--- config.mk ---
export PLATFORM = sky130hd
export DESIGN_NAME = fmc_copy_engine
export DESIGN_NICKNAME = d
export VERILOG_FILES = /design/src/design/fmc_pkg.sv /design/src/design/fmc_decode.sv /design/src/design/fmc_block_size.sv /design/src/design/fmc_copy_engine.sv
export SDC_FILE = /design/constraint.sdc
export NUM_CORES = 2
export LEC_CHECK = 0
export BUFFER_PORTS_ARGS = -buffer_cell sky130_fd_sc_hd__buf_2
export CELL_PAD_IN_SITES_DETAIL_PLACEMENT = 0
export CELL_PAD_IN_SITES_GLOBAL_PLACEMENT = 1
export CORE_UTILIZATION = 39
export DETAILED_ROUTE_END_ITERATION = 16
export PLACE_DENSITY_LB_ADDON = 0.1
export SETUP_SLACK_MARGIN = 0.4
export SLEW_MARGIN = 20
export SYNTH_ARGS = -nofsm -noshare
export SYNTH_HDL_FRONTEND = slang
export SYNTH_HIERARCHICAL = 1
export SYNTH_SLANG_ARGS = --single-unit
export TNS_END_PERCENT = 20
--- constraint.sdc ---
create_clock -name clk -period 9.3 [get_ports clk]
set_clock_uncertainty 0.05 [all_clocks]
set_input_delay 0.465 -clock clk [delete_from_list [all_inputs] [get_ports clk]]
set_output_delay 0.465 -clock clk [all_outputs]
set_load 0.01 [all_outputs]
--- src/design/fmc_pkg.sv ---
package fmc_pkg;

  // apb register byte offsets
  localparam logic [7:0] OFF_CTRL = 8'h00;
  localparam logic [7:0] OFF_STATUS = 8'h04;
  localparam logic [7:0] OFF_INSTR = 8'h08;
  localparam logic [7:0] OFF_FLAGS = 8'h0c;
  localparam logic [7:0] OFF_DST_LO = 8'h10;
  localparam logic [7:0] OFF_DST_HI = 8'h14;
  localparam logic [7:0] OFF_SRC_LO = 8'h18;
  localparam logic [7:0] OFF_SRC_HI = 8'h1c;
  localparam logic [7:0] OFF_CNT_LO = 8'h20;
  localparam logic [7:0] OFF_CNT_HI = 8'h24;

  // control register bits
  localparam int CTRL_START = 0;
  localparam int CTRL_ALGO_B = 1;
  localparam int CTRL_NOP_ON_CLASH = 2;
  localparam int CTRL_FEATURE = 3;

  // status register bits
  localparam int STS_BUSY = 0;
  localparam int STS_DONE = 1;
  localparam int STS_UNDEF = 2;
  localparam int STS_NOP = 3;
  localparam int STS_PARAM_ERR = 4;
  localparam int STS_FAULT = 5;
  localparam int STS_FAULT_WRITE = 6;
  localparam int STS_OTHER_GROUP = 7;

  // instruction field positions
  localparam int SZ_HI = 31;
  localparam int SZ_LO = 30;
  localparam int OP1_HI = 23;
  localparam int OP1_LO = 22;
  localparam int RS_HI = 20;
  localparam int RS_LO = 16;
  localparam int OP2_HI = 15;
  localparam int OP2_LO = 12;
  localparam int RN_HI = 9;
  localparam int RN_LO = 5;
  localparam int RD_HI = 4;
  localparam int RD_LO = 0;

  // option field bits
  localparam int OPT_RD_NT = 3;
  localparam int OPT_WR_NT = 2;
  localparam int OPT_RD_UNPRIV = 1;
  localparam int OPT_WR_UNPRIV = 0;

  localparam logic [1:0] SIZE_OK = 2'h0;
  localparam logic [4:0] REG_ZR = 5'h1f;
  localparam int SIGN_BIT = 63;
  localparam int FLAG_C = 1;
  localparam logic [3:0] NZCV_ALGO_A = 4'h0;
  localparam logic [3:0] NZCV_ALGO_B = 4'h2;
  localparam logic [63:0] SAT_MAX = 64'h7fff_ffff_ffff_ffff;
  localparam logic [63:0] ZERO64 = 64'h0;
  localparam logic [63:0] ONE64 = 64'h1;

  typedef enum logic [1:0] {
    STG_PRO = 2'b00,
    STG_MAIN = 2'b01,
    STG_EPI = 2'b10,
    STG_OTHER = 2'b11
  } fmc_stage_e_t;

  typedef enum logic [2:0] {
    ST_IDLE = 3'b000,
    ST_CHECK = 3'b001,
    ST_BLOCK = 3'b010,
    ST_STEP = 3'b011,
    ST_READ = 3'b100,
    ST_WRITE = 3'b101,
    ST_FINISH = 3'b110
  } fmc_fsm_e_t;

  typedef struct packed {
    fmc_stage_e_t stage;
    logic sizeOk;
    logic [3:0] opt;
    logic [4:0] rd;
    logic [4:0] rs;
    logic [4:0] rn;
    logic clash;
  } fmc_decode_t;

  typedef struct packed {
    logic valid;
    logic write;
    logic [63:0] addr;
    logic [7:0] wdata;
    logic privileged;
    logic nonTemporal;
  } fmc_mem_req_t;

  typedef struct packed {
    logic ack;
    logic fault;
    logic [7:0] rdata;
  } fmc_mem_rsp_t;

  typedef struct packed {
    logic psel;
    logic penable;
    logic pwrite;
    logic [7:0] paddr;
    logic [31:0] pwdata;
  } fmc_apb_req_t;

  typedef struct packed {
    logic [31:0] prdata;
    logic pready;
    logic pslverr;
  } fmc_apb_rsp_t;

endpackage

--- src/design/fmc_decode.sv ---
`timescale 1ns/1ps
module fmc_decode
  import fmc_pkg::*;
(
  // instruction word
  input wire logic [31:0] instr,
  // decoded fields
  output fmc_decode_t dec
);

  always_comb
  begin
    dec.stage = fmc_stage_e_t'(instr[OP1_HI:OP1_LO]);
    dec.sizeOk = instr[SZ_HI:SZ_LO] == SIZE_OK;
    dec.opt = instr[OP2_HI:OP2_LO];
    dec.rd = instr[RD_HI:RD_LO];
    dec.rs = instr[RS_HI:RS_LO];
    dec.rn = instr[RN_HI:RN_LO];
    dec.clash = (dec.rs == dec.rn) || (dec.rs == dec.rd) || (dec.rn == dec.rd)
      || (dec.rd == REG_ZR) || (dec.rs == REG_ZR) || (dec.rn == REG_ZR);
  end

endmodule

--- src/design/fmc_block_size.sv ---
`timescale 1ns/1ps
module fmc_block_size
  import fmc_pkg::*;
#(
  parameter int BLOCK_MAX = 8
)
(
  // bytes left in the stage
  input wire logic [63:0] stageLeft,
  // bytes for the next block
  output logic [63:0] blockSize
);

  localparam logic [63:0] MAX_BYTES = 64'(BLOCK_MAX);

  if (BLOCK_MAX < 1)
  begin
    $error("fmc_block_size: BLOCK_MAX must be at least 1");
  end

  assign blockSize = (stageLeft < MAX_BYTES) ? stageLeft : MAX_BYTES;

endmodule

--- src/design/fmc_copy_engine.sv ---
// Design decisions made here: the register addresses and the APB slave port.
`timescale 1ns/1ps
module fmc_copy_engine
  import fmc_pkg::*;
#(
  parameter int BLOCK_MAX = 8,
  parameter logic [63:0] PRO_LIMIT = 64'h0000_0000_0000_0010
)
(
  // clock and reset
  input wire logic clk,
  input wire logic reset_n,
  // apb slave
  input wire fmc_apb_req_t apbReq,
  output fmc_apb_rsp_t apbRsp,
  // memory system
  output fmc_mem_req_t memReq,
  input wire fmc_mem_rsp_t memRsp,
  // core context
  input wire logic atLowestLevel,
  // status pins
  output logic busy,
  output logic abortPulse,
  output logic abortWrite
);

  typedef struct packed {
    fmc_fsm_e_t fsm;
    logic algoB;
    logic nopOnClash;
    logic featOn;
    logic [31:0] instr;
    logic [3:0] nzcv;
    logic [63:0] dst;
    logic [63:0] src;
    logic [63:0] cnt;
    logic [63:0] stageLeft;
    logic [63:0] blockLeft;
    logic [7:0] status;
    fmc_mem_req_t memReq;
    logic [31:0] prdata;
    logic abortPulse;
    logic abortWrite;
  } fmc_state_t;

  if (PRO_LIMIT == ZERO64)
  begin
    $error("fmc_copy_engine: PRO_LIMIT must be nonzero");
  end

  fmc_state_t state_reg;
  fmc_state_t state_next;
  fmc_decode_t dec;
  logic [63:0] blockSize;
  logic [63:0] satCnt;
  logic [63:0] stageCap;
  logic [63:0] rdAddr;
  logic [63:0] wrAddr;
  logic apbSetup;
  logic apbAccess;
  logic addrMapped;
  logic busyNow;
  logic startReq;
  logic useB;
  logic badArgs;
  logic rdPriv;
  logic wrPriv;

  fmc_decode u_decode
  (
    .instr(state_reg.instr),
    .dec(dec)
  );

  fmc_block_size #(
    .BLOCK_MAX(BLOCK_MAX)
  ) u_block_size
  (
    .stageLeft(state_reg.stageLeft),
    .blockSize(blockSize)
  );

  assign apbSetup = apbReq.psel && !apbReq.penable;
  assign apbAccess = apbReq.psel && apbReq.penable;
  assign busyNow = state_reg.fsm != ST_IDLE;
  // carry tells which algorithm the running copy uses
  assign useB = state_reg.nzcv[FLAG_C];
  assign satCnt = state_reg.cnt[SIGN_BIT] ? SAT_MAX : state_reg.cnt;
  assign stageCap = (satCnt < PRO_LIMIT) ? satCnt : PRO_LIMIT;
  // algorithm A keeps base+offset, B keeps the plain lowest address
  assign rdAddr = useB ? state_reg.src : state_reg.src + state_reg.cnt;
  assign wrAddr = useB ? state_reg.dst : state_reg.dst + state_reg.cnt;
  // main and epilogue must match the carry and the sign of the count
  assign badArgs = (useB != state_reg.algoB)
    || (useB ? state_reg.cnt[SIGN_BIT]
             : (!state_reg.cnt[SIGN_BIT] && state_reg.cnt != ZERO64));
  // a clear option bit keeps the current level's privilege
  assign rdPriv = dec.opt[OPT_RD_UNPRIV] ? 1'b0 : !atLowestLevel;
  assign wrPriv = dec.opt[OPT_WR_UNPRIV] ? 1'b0 : !atLowestLevel;

  always_comb
  begin
    if (apbReq.paddr == OFF_CTRL)
    begin
      addrMapped = 1'b1;
    end
    else if (apbReq.paddr == OFF_STATUS || apbReq.paddr == OFF_INSTR)
    begin
      addrMapped = 1'b1;
    end
    else if (apbReq.paddr == OFF_FLAGS)
    begin
      addrMapped = 1'b1;
    end
    else if (apbReq.paddr == OFF_DST_LO || apbReq.paddr == OFF_DST_HI)
    begin
      addrMapped = 1'b1;
    end
    else if (apbReq.paddr == OFF_SRC_LO || apbReq.paddr == OFF_SRC_HI)
    begin
      addrMapped = 1'b1;
    end
    else if (apbReq.paddr == OFF_CNT_LO || apbReq.paddr == OFF_CNT_HI)
    begin
      addrMapped = 1'b1;
    end
    else
    begin
      addrMapped = 1'b0;
    end
  end

  always_comb
  begin
    state_next = state_reg;
    state_next.abortPulse = 1'b0;
    startReq = 1'b0;

    // read data is captured in the setup cycle so prdata comes from a flop
    if (apbSetup)
    begin
      state_next.prdata = '0;
      if (apbReq.paddr == OFF_CTRL)
      begin
        state_next.prdata[CTRL_ALGO_B] = state_reg.algoB;
        state_next.prdata[CTRL_NOP_ON_CLASH] = state_reg.nopOnClash;
        state_next.prdata[CTRL_FEATURE] = state_reg.featOn;
      end
      else if (apbReq.paddr == OFF_STATUS)
      begin
        state_next.prdata[7:0] = state_reg.status;
        state_next.prdata[STS_BUSY] = busyNow;
      end
      else if (apbReq.paddr == OFF_INSTR)
      begin
        state_next.prdata = state_reg.instr;
      end
      else if (apbReq.paddr == OFF_FLAGS)
      begin
        state_next.prdata[3:0] = state_reg.nzcv;
      end
      else if (apbReq.paddr == OFF_DST_LO)
      begin
        state_next.prdata = state_reg.dst[31:0];
      end
      else if (apbReq.paddr == OFF_DST_HI)
      begin
        state_next.prdata = state_reg.dst[63:32];
      end
      else if (apbReq.paddr == OFF_SRC_LO)
      begin
        state_next.prdata = state_reg.src[31:0];
      end
      else if (apbReq.paddr == OFF_SRC_HI)
      begin
        state_next.prdata = state_reg.src[63:32];
      end
      else if (apbReq.paddr == OFF_CNT_LO)
      begin
        state_next.prdata = state_reg.cnt[31:0];
      end
      else if (apbReq.paddr == OFF_CNT_HI)
      begin
        state_next.prdata = state_reg.cnt[63:32];
      end
    end

    // operands are frozen while a copy runs; such writes answer with pslverr
    if (apbAccess && apbReq.pwrite && addrMapped && !busyNow)
    begin
      if (apbReq.paddr == OFF_CTRL)
      begin
        state_next.algoB = apbReq.pwdata[CTRL_ALGO_B];
        state_next.nopOnClash = apbReq.pwdata[CTRL_NOP_ON_CLASH];
        state_next.featOn = apbReq.pwdata[CTRL_FEATURE];
        startReq = apbReq.pwdata[CTRL_START];
      end
      else if (apbReq.paddr == OFF_INSTR)
      begin
        state_next.instr = apbReq.pwdata;
      end
      else if (apbReq.paddr == OFF_FLAGS)
      begin
        state_next.nzcv = apbReq.pwdata[3:0];
      end
      else if (apbReq.paddr == OFF_DST_LO)
      begin
        state_next.dst[31:0] = apbReq.pwdata;
      end
      else if (apbReq.paddr == OFF_DST_HI)
      begin
        state_next.dst[63:32] = apbReq.pwdata;
      end
      else if (apbReq.paddr == OFF_SRC_LO)
      begin
        state_next.src[31:0] = apbReq.pwdata;
      end
      else if (apbReq.paddr == OFF_SRC_HI)
      begin
        state_next.src[63:32] = apbReq.pwdata;
      end
      else if (apbReq.paddr == OFF_CNT_LO)
      begin
        state_next.cnt[31:0] = apbReq.pwdata;
      end
      else if (apbReq.paddr == OFF_CNT_HI)
      begin
        state_next.cnt[63:32] = apbReq.pwdata;
      end
    end

    case (state_reg.fsm)
      ST_IDLE:
      begin
        if (startReq)
        begin
          state_next.status = '0;
          state_next.fsm = ST_CHECK;
        end
      end
      ST_CHECK:
      begin
        if (!state_reg.featOn || !dec.sizeOk)
        begin
          state_next.status[STS_UNDEF] = 1'b1;
          state_next.status[STS_DONE] = 1'b1;
          state_next.fsm = ST_IDLE;
        end
        else if (dec.stage == STG_OTHER)
        begin
          state_next.status[STS_OTHER_GROUP] = 1'b1;
          state_next.status[STS_DONE] = 1'b1;
          state_next.fsm = ST_IDLE;
        end
        else if (dec.clash)
        begin
          state_next.status[STS_NOP] = state_reg.nopOnClash;
          state_next.status[STS_UNDEF] = !state_reg.nopOnClash;
          state_next.status[STS_DONE] = 1'b1;
          state_next.fsm = ST_IDLE;
        end
        else if (dec.stage == STG_PRO)
        begin
          if (!state_reg.algoB)
          begin
            state_next.nzcv = NZCV_ALGO_A;
            state_next.dst = state_reg.dst + satCnt;
            state_next.src = state_reg.src + satCnt;
            state_next.cnt = ZERO64 - satCnt;
          end
          else
          begin
            state_next.nzcv = NZCV_ALGO_B;
            state_next.cnt = satCnt;
          end
          state_next.stageLeft = stageCap;
          state_next.fsm = ST_BLOCK;
        end
        else if (badArgs)
        begin
          state_next.status[STS_PARAM_ERR] = 1'b1;
          state_next.status[STS_DONE] = 1'b1;
          state_next.fsm = ST_IDLE;
        end
        else
        begin
          // main and epilogue both run the whole remainder
          state_next.stageLeft = useB ? state_reg.cnt : ZERO64 - state_reg.cnt;
          state_next.fsm = ST_BLOCK;
        end
      end
      ST_BLOCK:
      begin
        if (state_reg.stageLeft == ZERO64)
        begin
          state_next.fsm = ST_FINISH;
        end
        else
        begin
          state_next.blockLeft = blockSize;
          state_next.fsm = ST_STEP;
        end
      end
      ST_STEP:
      begin
        if (state_reg.blockLeft == ZERO64)
        begin
          state_next.fsm = ST_BLOCK;
        end
        else
        begin
          state_next.memReq.valid = 1'b1;
          state_next.memReq.write = 1'b0;
          state_next.memReq.addr = rdAddr;
          state_next.memReq.privileged = rdPriv;
          state_next.memReq.nonTemporal = dec.opt[OPT_RD_NT];
          state_next.fsm = ST_READ;
        end
      end
      ST_READ:
      begin
        if (memRsp.ack)
        begin
          if (memRsp.fault)
          begin
            state_next.memReq.valid = 1'b0;
            state_next.status[STS_FAULT] = 1'b1;
            state_next.status[STS_FAULT_WRITE] = 1'b0;
            state_next.abortPulse = 1'b1;
            state_next.abortWrite = 1'b0;
            state_next.fsm = ST_FINISH;
          end
          else
          begin
            state_next.memReq.write = 1'b1;
            state_next.memReq.addr = wrAddr;
            state_next.memReq.wdata = memRsp.rdata;
            state_next.memReq.privileged = wrPriv;
            state_next.memReq.nonTemporal = dec.opt[OPT_WR_NT];
            state_next.fsm = ST_WRITE;
          end
        end
      end
      ST_WRITE:
      begin
        if (memRsp.ack)
        begin
          state_next.memReq.valid = 1'b0;
          if (memRsp.fault)
          begin
            state_next.status[STS_FAULT] = 1'b1;
            state_next.status[STS_FAULT_WRITE] = 1'b1;
            state_next.abortPulse = 1'b1;
            state_next.abortWrite = 1'b1;
            state_next.fsm = ST_FINISH;
          end
          else
          begin
            // progress is kept per byte so a fault leaves exact progress
            if (useB)
            begin
              state_next.src = state_reg.src + ONE64;
              state_next.dst = state_reg.dst + ONE64;
              state_next.cnt = state_reg.cnt - ONE64;
            end
            else
            begin
              state_next.cnt = state_reg.cnt + ONE64;
            end
            state_next.stageLeft = state_reg.stageLeft - ONE64;
            state_next.blockLeft = state_reg.blockLeft - ONE64;
            state_next.fsm = ST_STEP;
          end
        end
      end
      ST_FINISH:
      begin
        if (dec.stage == STG_EPI && !state_reg.status[STS_FAULT])
        begin
          state_next.cnt = ZERO64;
        end
        state_next.status[STS_DONE] = 1'b1;
        state_next.fsm = ST_IDLE;
      end
      default:
      begin
        state_next.fsm = ST_IDLE;
      end
    endcase
  end

  always_ff @(posedge clk or negedge reset_n)
  begin
    if (!reset_n)
    begin
      state_reg <= '0;
    end
    else
    begin
      state_reg <= state_next;
    end
  end

  assign apbRsp.prdata = state_reg.prdata;
  assign apbRsp.pready = 1'b1;
  assign apbRsp.pslverr = apbAccess && (!addrMapped || (apbReq.pwrite && busyNow));
  assign memReq = state_reg.memReq;
  assign busy = busyNow;
  assign abortPulse = state_reg.abortPulse;
  assign abortWrite = state_reg.abortWrite;

endmodule

======== Word-level counts from Yosys, hierarchy flattened ========
Index checks and enable logic that the tools add are counted.
operators by class
  $add $sub $neg .......................... 12
  magnitude comparators ................... 2
  equality and inequality tests ........... 45
  multiplexer cells ....................... 116
  bitwise operators ....................... 2
  reductions and logical operators ........ 61
operators with widths
  cell                                                                   count
  196-bit two-way mux                                                    4
  260-bit two-way mux                                                    3
  64-bit two-way mux                                                     12
  320-bit two-way mux                                                    2
  128-bit two-way mux                                                    4
  32-bit two-way mux                                                     16
  128-bit one-hot mux with 2 select lines                                1
  64-bit one-hot mux with 2 select lines                                 2
  64-bit by 1-bit adder with 64-bit output, second input constant        3
  192-bit two-way mux                                                    1
  64-bit one-hot mux with 3 select lines                                 1
  64-bit by 1-bit subtractor with 64-bit output, second input constant   3
  65-bit one-hot mux with 2 select lines                                 1
  64-bit by 63-bit adder with 64-bit output                              2
  64-bit adder                                                           2
  64-bit zero test                                                       2
  63-bit two-way mux                                                     2
  76-bit two-way mux                                                     1
  75-bit two-way mux                                                     1
  66-bit two-way mux                                                     1
  64-bit by 4-bit < comparator with 1-bit output, second input constant  1
  64-bit nonzero test                                                    1
  1-bit by 63-bit subtractor with 64-bit output, first input constant    1
  1-bit by 64-bit subtractor with 64-bit output, first input constant    1
  43 further kinds                                                       170
storage, ports and cells
  bits in registers ....................... 479
  input bits .............................. 56
  logic and storage cells ................. 264

======== Longest topological paths before layout ========
  depth after elaboration ................. 17
  gate-level depth with buffers ........... 20

======== Modules after synthesis ========
Netlist, hierarchy kept.
by module, submodules not included
  module           instances  cells an instance  area each (µm²)  seq. area each (µm²)
  fmc_copy_engine  1          6782               51067.7          11986.5
  fmc_block_size   1          86                 616.8            0.0
  fmc_decode       1          51                 369.1            0.0

======== Worst setup path after synthesis ========
OpenSTA, ideal clock, no wires.
  path kind ............................... register -> register
  start point ............................. reg state_reg[309] (netlist bit)
  end point ............................... reg state_reg[436] (netlist bit)
  library setup time ...................... 94 ps
  data arrival time ....................... 4738 ps
  data required time ...................... 9156 ps
  path slack .............................. 4418 ps
  stages on the path, launching flop included .. 20
  period minus slack after synthesis ...... 4882 ps
  cells stage by stage .................... dfrtp_1 clkbuf_1 clkbuf_1 clkbuf_1 clkbuf_1 clkbuf_1 or2_2 ha_1 and3_1 and4_1 a2111o_1 a221o_1 o21ai_1 a21oi_1 nor4b_1 o41ai_1 a41o_1 a221oi_1 nor3_1 a211oi_1
RTL lines
  what                    line                    RTL
  start, declared         fmc_copy_engine.sv:51   fmc_state_t state_reg;
  start signal, assigned  fmc_copy_engine.sv:400  state_reg <= state_next;

======== Worst setup path in the final report ========
  start point ............................. reg state_reg[249] (netlist bit)
  end point ............................... reg state_reg (netlist bit memReq[71])
on the way
  cells in the longest elaborated chain, start to end .. 5
  elaborated cells on any way between the ends .. 8
  classes of those cells .................. add/sub: 2; mux: 6
RTL lines
  what                                      line                    RTL
  64-bit adder                              fmc_copy_engine.sv:92   assign wrAddr = useB ? state_reg.dst : state_reg.dst + state_reg.cnt;
  64-bit two-way mux                        fmc_copy_engine.sv:92
  75-bit two-way mux                        fmc_copy_engine.sv:324  if (memRsp.fault)
  76-bit two-way mux                        fmc_copy_engine.sv:322  if (memRsp.ack)
  65-bit one-hot mux with 2 select lines *  fmc_copy_engine.sv:232  case (state_reg.fsm)
Mark *: on every way between the ends. The rest lies on a longest branch, timed or not. The select of a mux whose other input is x is not followed.
A chain may end at the register's enable or synchronous reset.

==> impl_metrics.tcl <==
set metrics [dict create \
    finalHoldViolCount 0 \
    dp_hpwl_mm 211 \
    slew_violations 0 \
    crit_path_end_kind "flip-flop" \
    vias 57084 \
    finalCritPeriodShare 0.630 \
    finalPower_mw 23.4 \
    htreeDepth 3 \
    power_density_nw_per_um2 416 \
    setup_viol 0 \
    syn-instance-count 6904 \
    crit_type "reg2reg" \
    grt_pass1_wl_mm 395 \
    netlist_area_um2 51900 \
    syn2layout_area_growth_pct 8.14 \
    die_w_um 367 \
    dieArea_um2 135000 \
    start_util 0.394 \
    tns_ns 0 \
    syn_area_per_cell_um2 7.52 \
    clock_latency_ns 0.71 \
    post_cts_resized 0 \
    min_path_type "in2reg" \
    ctsLongestPathBuffers 3 \
    largest_reg_flops 369 \
    drt_iter0_drc 7799 \
    final_nets 7153 \
    drive_gt1_frac 0.0936 \
    port_buffers 167 \
    num_rows 133 \
    slew_headroom 0.0817 \
    coreArea_um2 132000 \
    min_period_ns 5.86 \
    numCtsBuffers 72 \
    cts_sinks 479 \
    cp-start-kind "flip-flop" \
    nFillCells 13749 \
    cts_tree "yes" \
    route.detailed.drc 0 \
    place_congestion 1.04 \
    totalWireLength_mm 283 \
    critPathSlowestCell "o41ai_1" \
    drt_pass1_iterations 7 \
    grt_max_degree 138 \
    final_antenna_net_count 0 \
    arrival_ns 6.36 \
    cp_common_cell "o21ai_0" \
    gr-total-overflow 0 \
    required_ns 9.81 \
    ir_worst_vdd_v 0.000231 \
    outcome "completed" \
    grtUsageTotal 0.405 \
    via_per_inst 6.65 \
    path_clk_slew_ns 0.06 \
    cp_max_fo 11 \
    power_leakage_nw 25.6 \
    cp_cell_sequence "ha_1, o21ai_0, o21a_1, o41ai_1, o21ai_0, a31o_2, a2111oi_0, o41ai_1, o21a_1, o21ai_0, nor2_1, a21oi_1, o2111ai_1" \
    fp.dieH_um 367 \
    yosysWarnings 6 \
    io-pin-count 169 \
    cts_root_buffer "clkbuf_16" \
    slowest_delay_ns 0.96 \
    clock.fmax_ghz 0.171 \
    tightest_slew_ns 1.36 \
    drv_cap 0 \
    rsz0062_at_grt "no" \
    wl_per_cell_um 33.0 \
    antenna_found_initial 40 \
    grt_pass1_vias 52652 \
]
==> area by class of cell <==
type | count | area [um^2] | area share
inverters | 110 | 413 | 0.00735
clock inverters | 27 | 375 | 0.00668
diodes | 24 | 60.1 | 0.00107
flip-flops and latches | 479 | 12000 | 0.214
multi-input cells | 5749 | 36900 | 0.656
well taps | 1755 | 2200 | 0.0391
clock buffers | 103 | 2060 | 0.0366
repair buffers | 340 | 2200 | 0.0392
==> through the flow <==
step                hold WS [ns]  instance area (um^2)   util  worst slack, ns  cells
floorplan                  0.119                 52200      -             4.42   6963
global placement           0.400                 53500  0.406             3.69   8421
detailed placement         0.407                 53600  0.406             3.78   8422
CTS                       0.0847                 56100  0.426             3.74   8563
global route               0.107                 56100  0.426             3.39   8563
finish                     0.107                 56200  0.426             3.44   8587
==> layer usage <==
metal	wire length [um]	GRT usage	vias up
li1	-	-	25009
met1	116000	0.537	28141
met2	120000	0.603	3248
met3	28000	0.0875	677
met4	18600	0.233	9
met5	88	0	-
==> layout by cell type (no fill, tap or decap), types with 165 or more instances in the layout <==
master	count
nand2_1	689
o21ai_0	638
a21oi_1	633
nor2_1	556
dfrtp_1	476
ha_1	340
xnor2_1	237
xor2_1	224
a21o_1	211
nand3_1	190
nor3_1	180
buf_2	165
==> worst paths after layout <==
path | from | depth (start not counted) | end | slack [ns]
setup / recovery | state_reg[249] | 13 | memReq[71] | 3.44
hold / removal | memRsp[8] | 3 | abortPulse | 0.11
setup reg to reg | state_reg[249] | 13 | memReq[71] | 3.44
hold reg to reg | memReq[15] | 2 | memReq[15] | 0.42
max in group asynchronous | reset_n | 4 | memReq[66] | 6.67
min in group asynchronous | reset_n | 2 | state_reg[315] | 0.31
==> timing repair <==
action,in CTS,in global routing
setup buffers,0,0
hold endpoints to repair,70,0
hold buffers,11,0
==> critical path: cells and delay by family (launching register included) <==
kind	cells	cell delay, ns
AO/OA/AOI/OAI	11	4.47
flip-flops	1	0.61
adder cells (fa/ha/maj)	1	0.47
AND/OR/NAND/NOR	1	0.09
==> report_power, final <==
group	switching [mW]	internal (mW)	total [mW]
clock	1.25	1.72	2.98
sequential	1.22	2.68	3.90
combinational	10.6	5.87	16.5
Power figures use the tool's default switching activity.
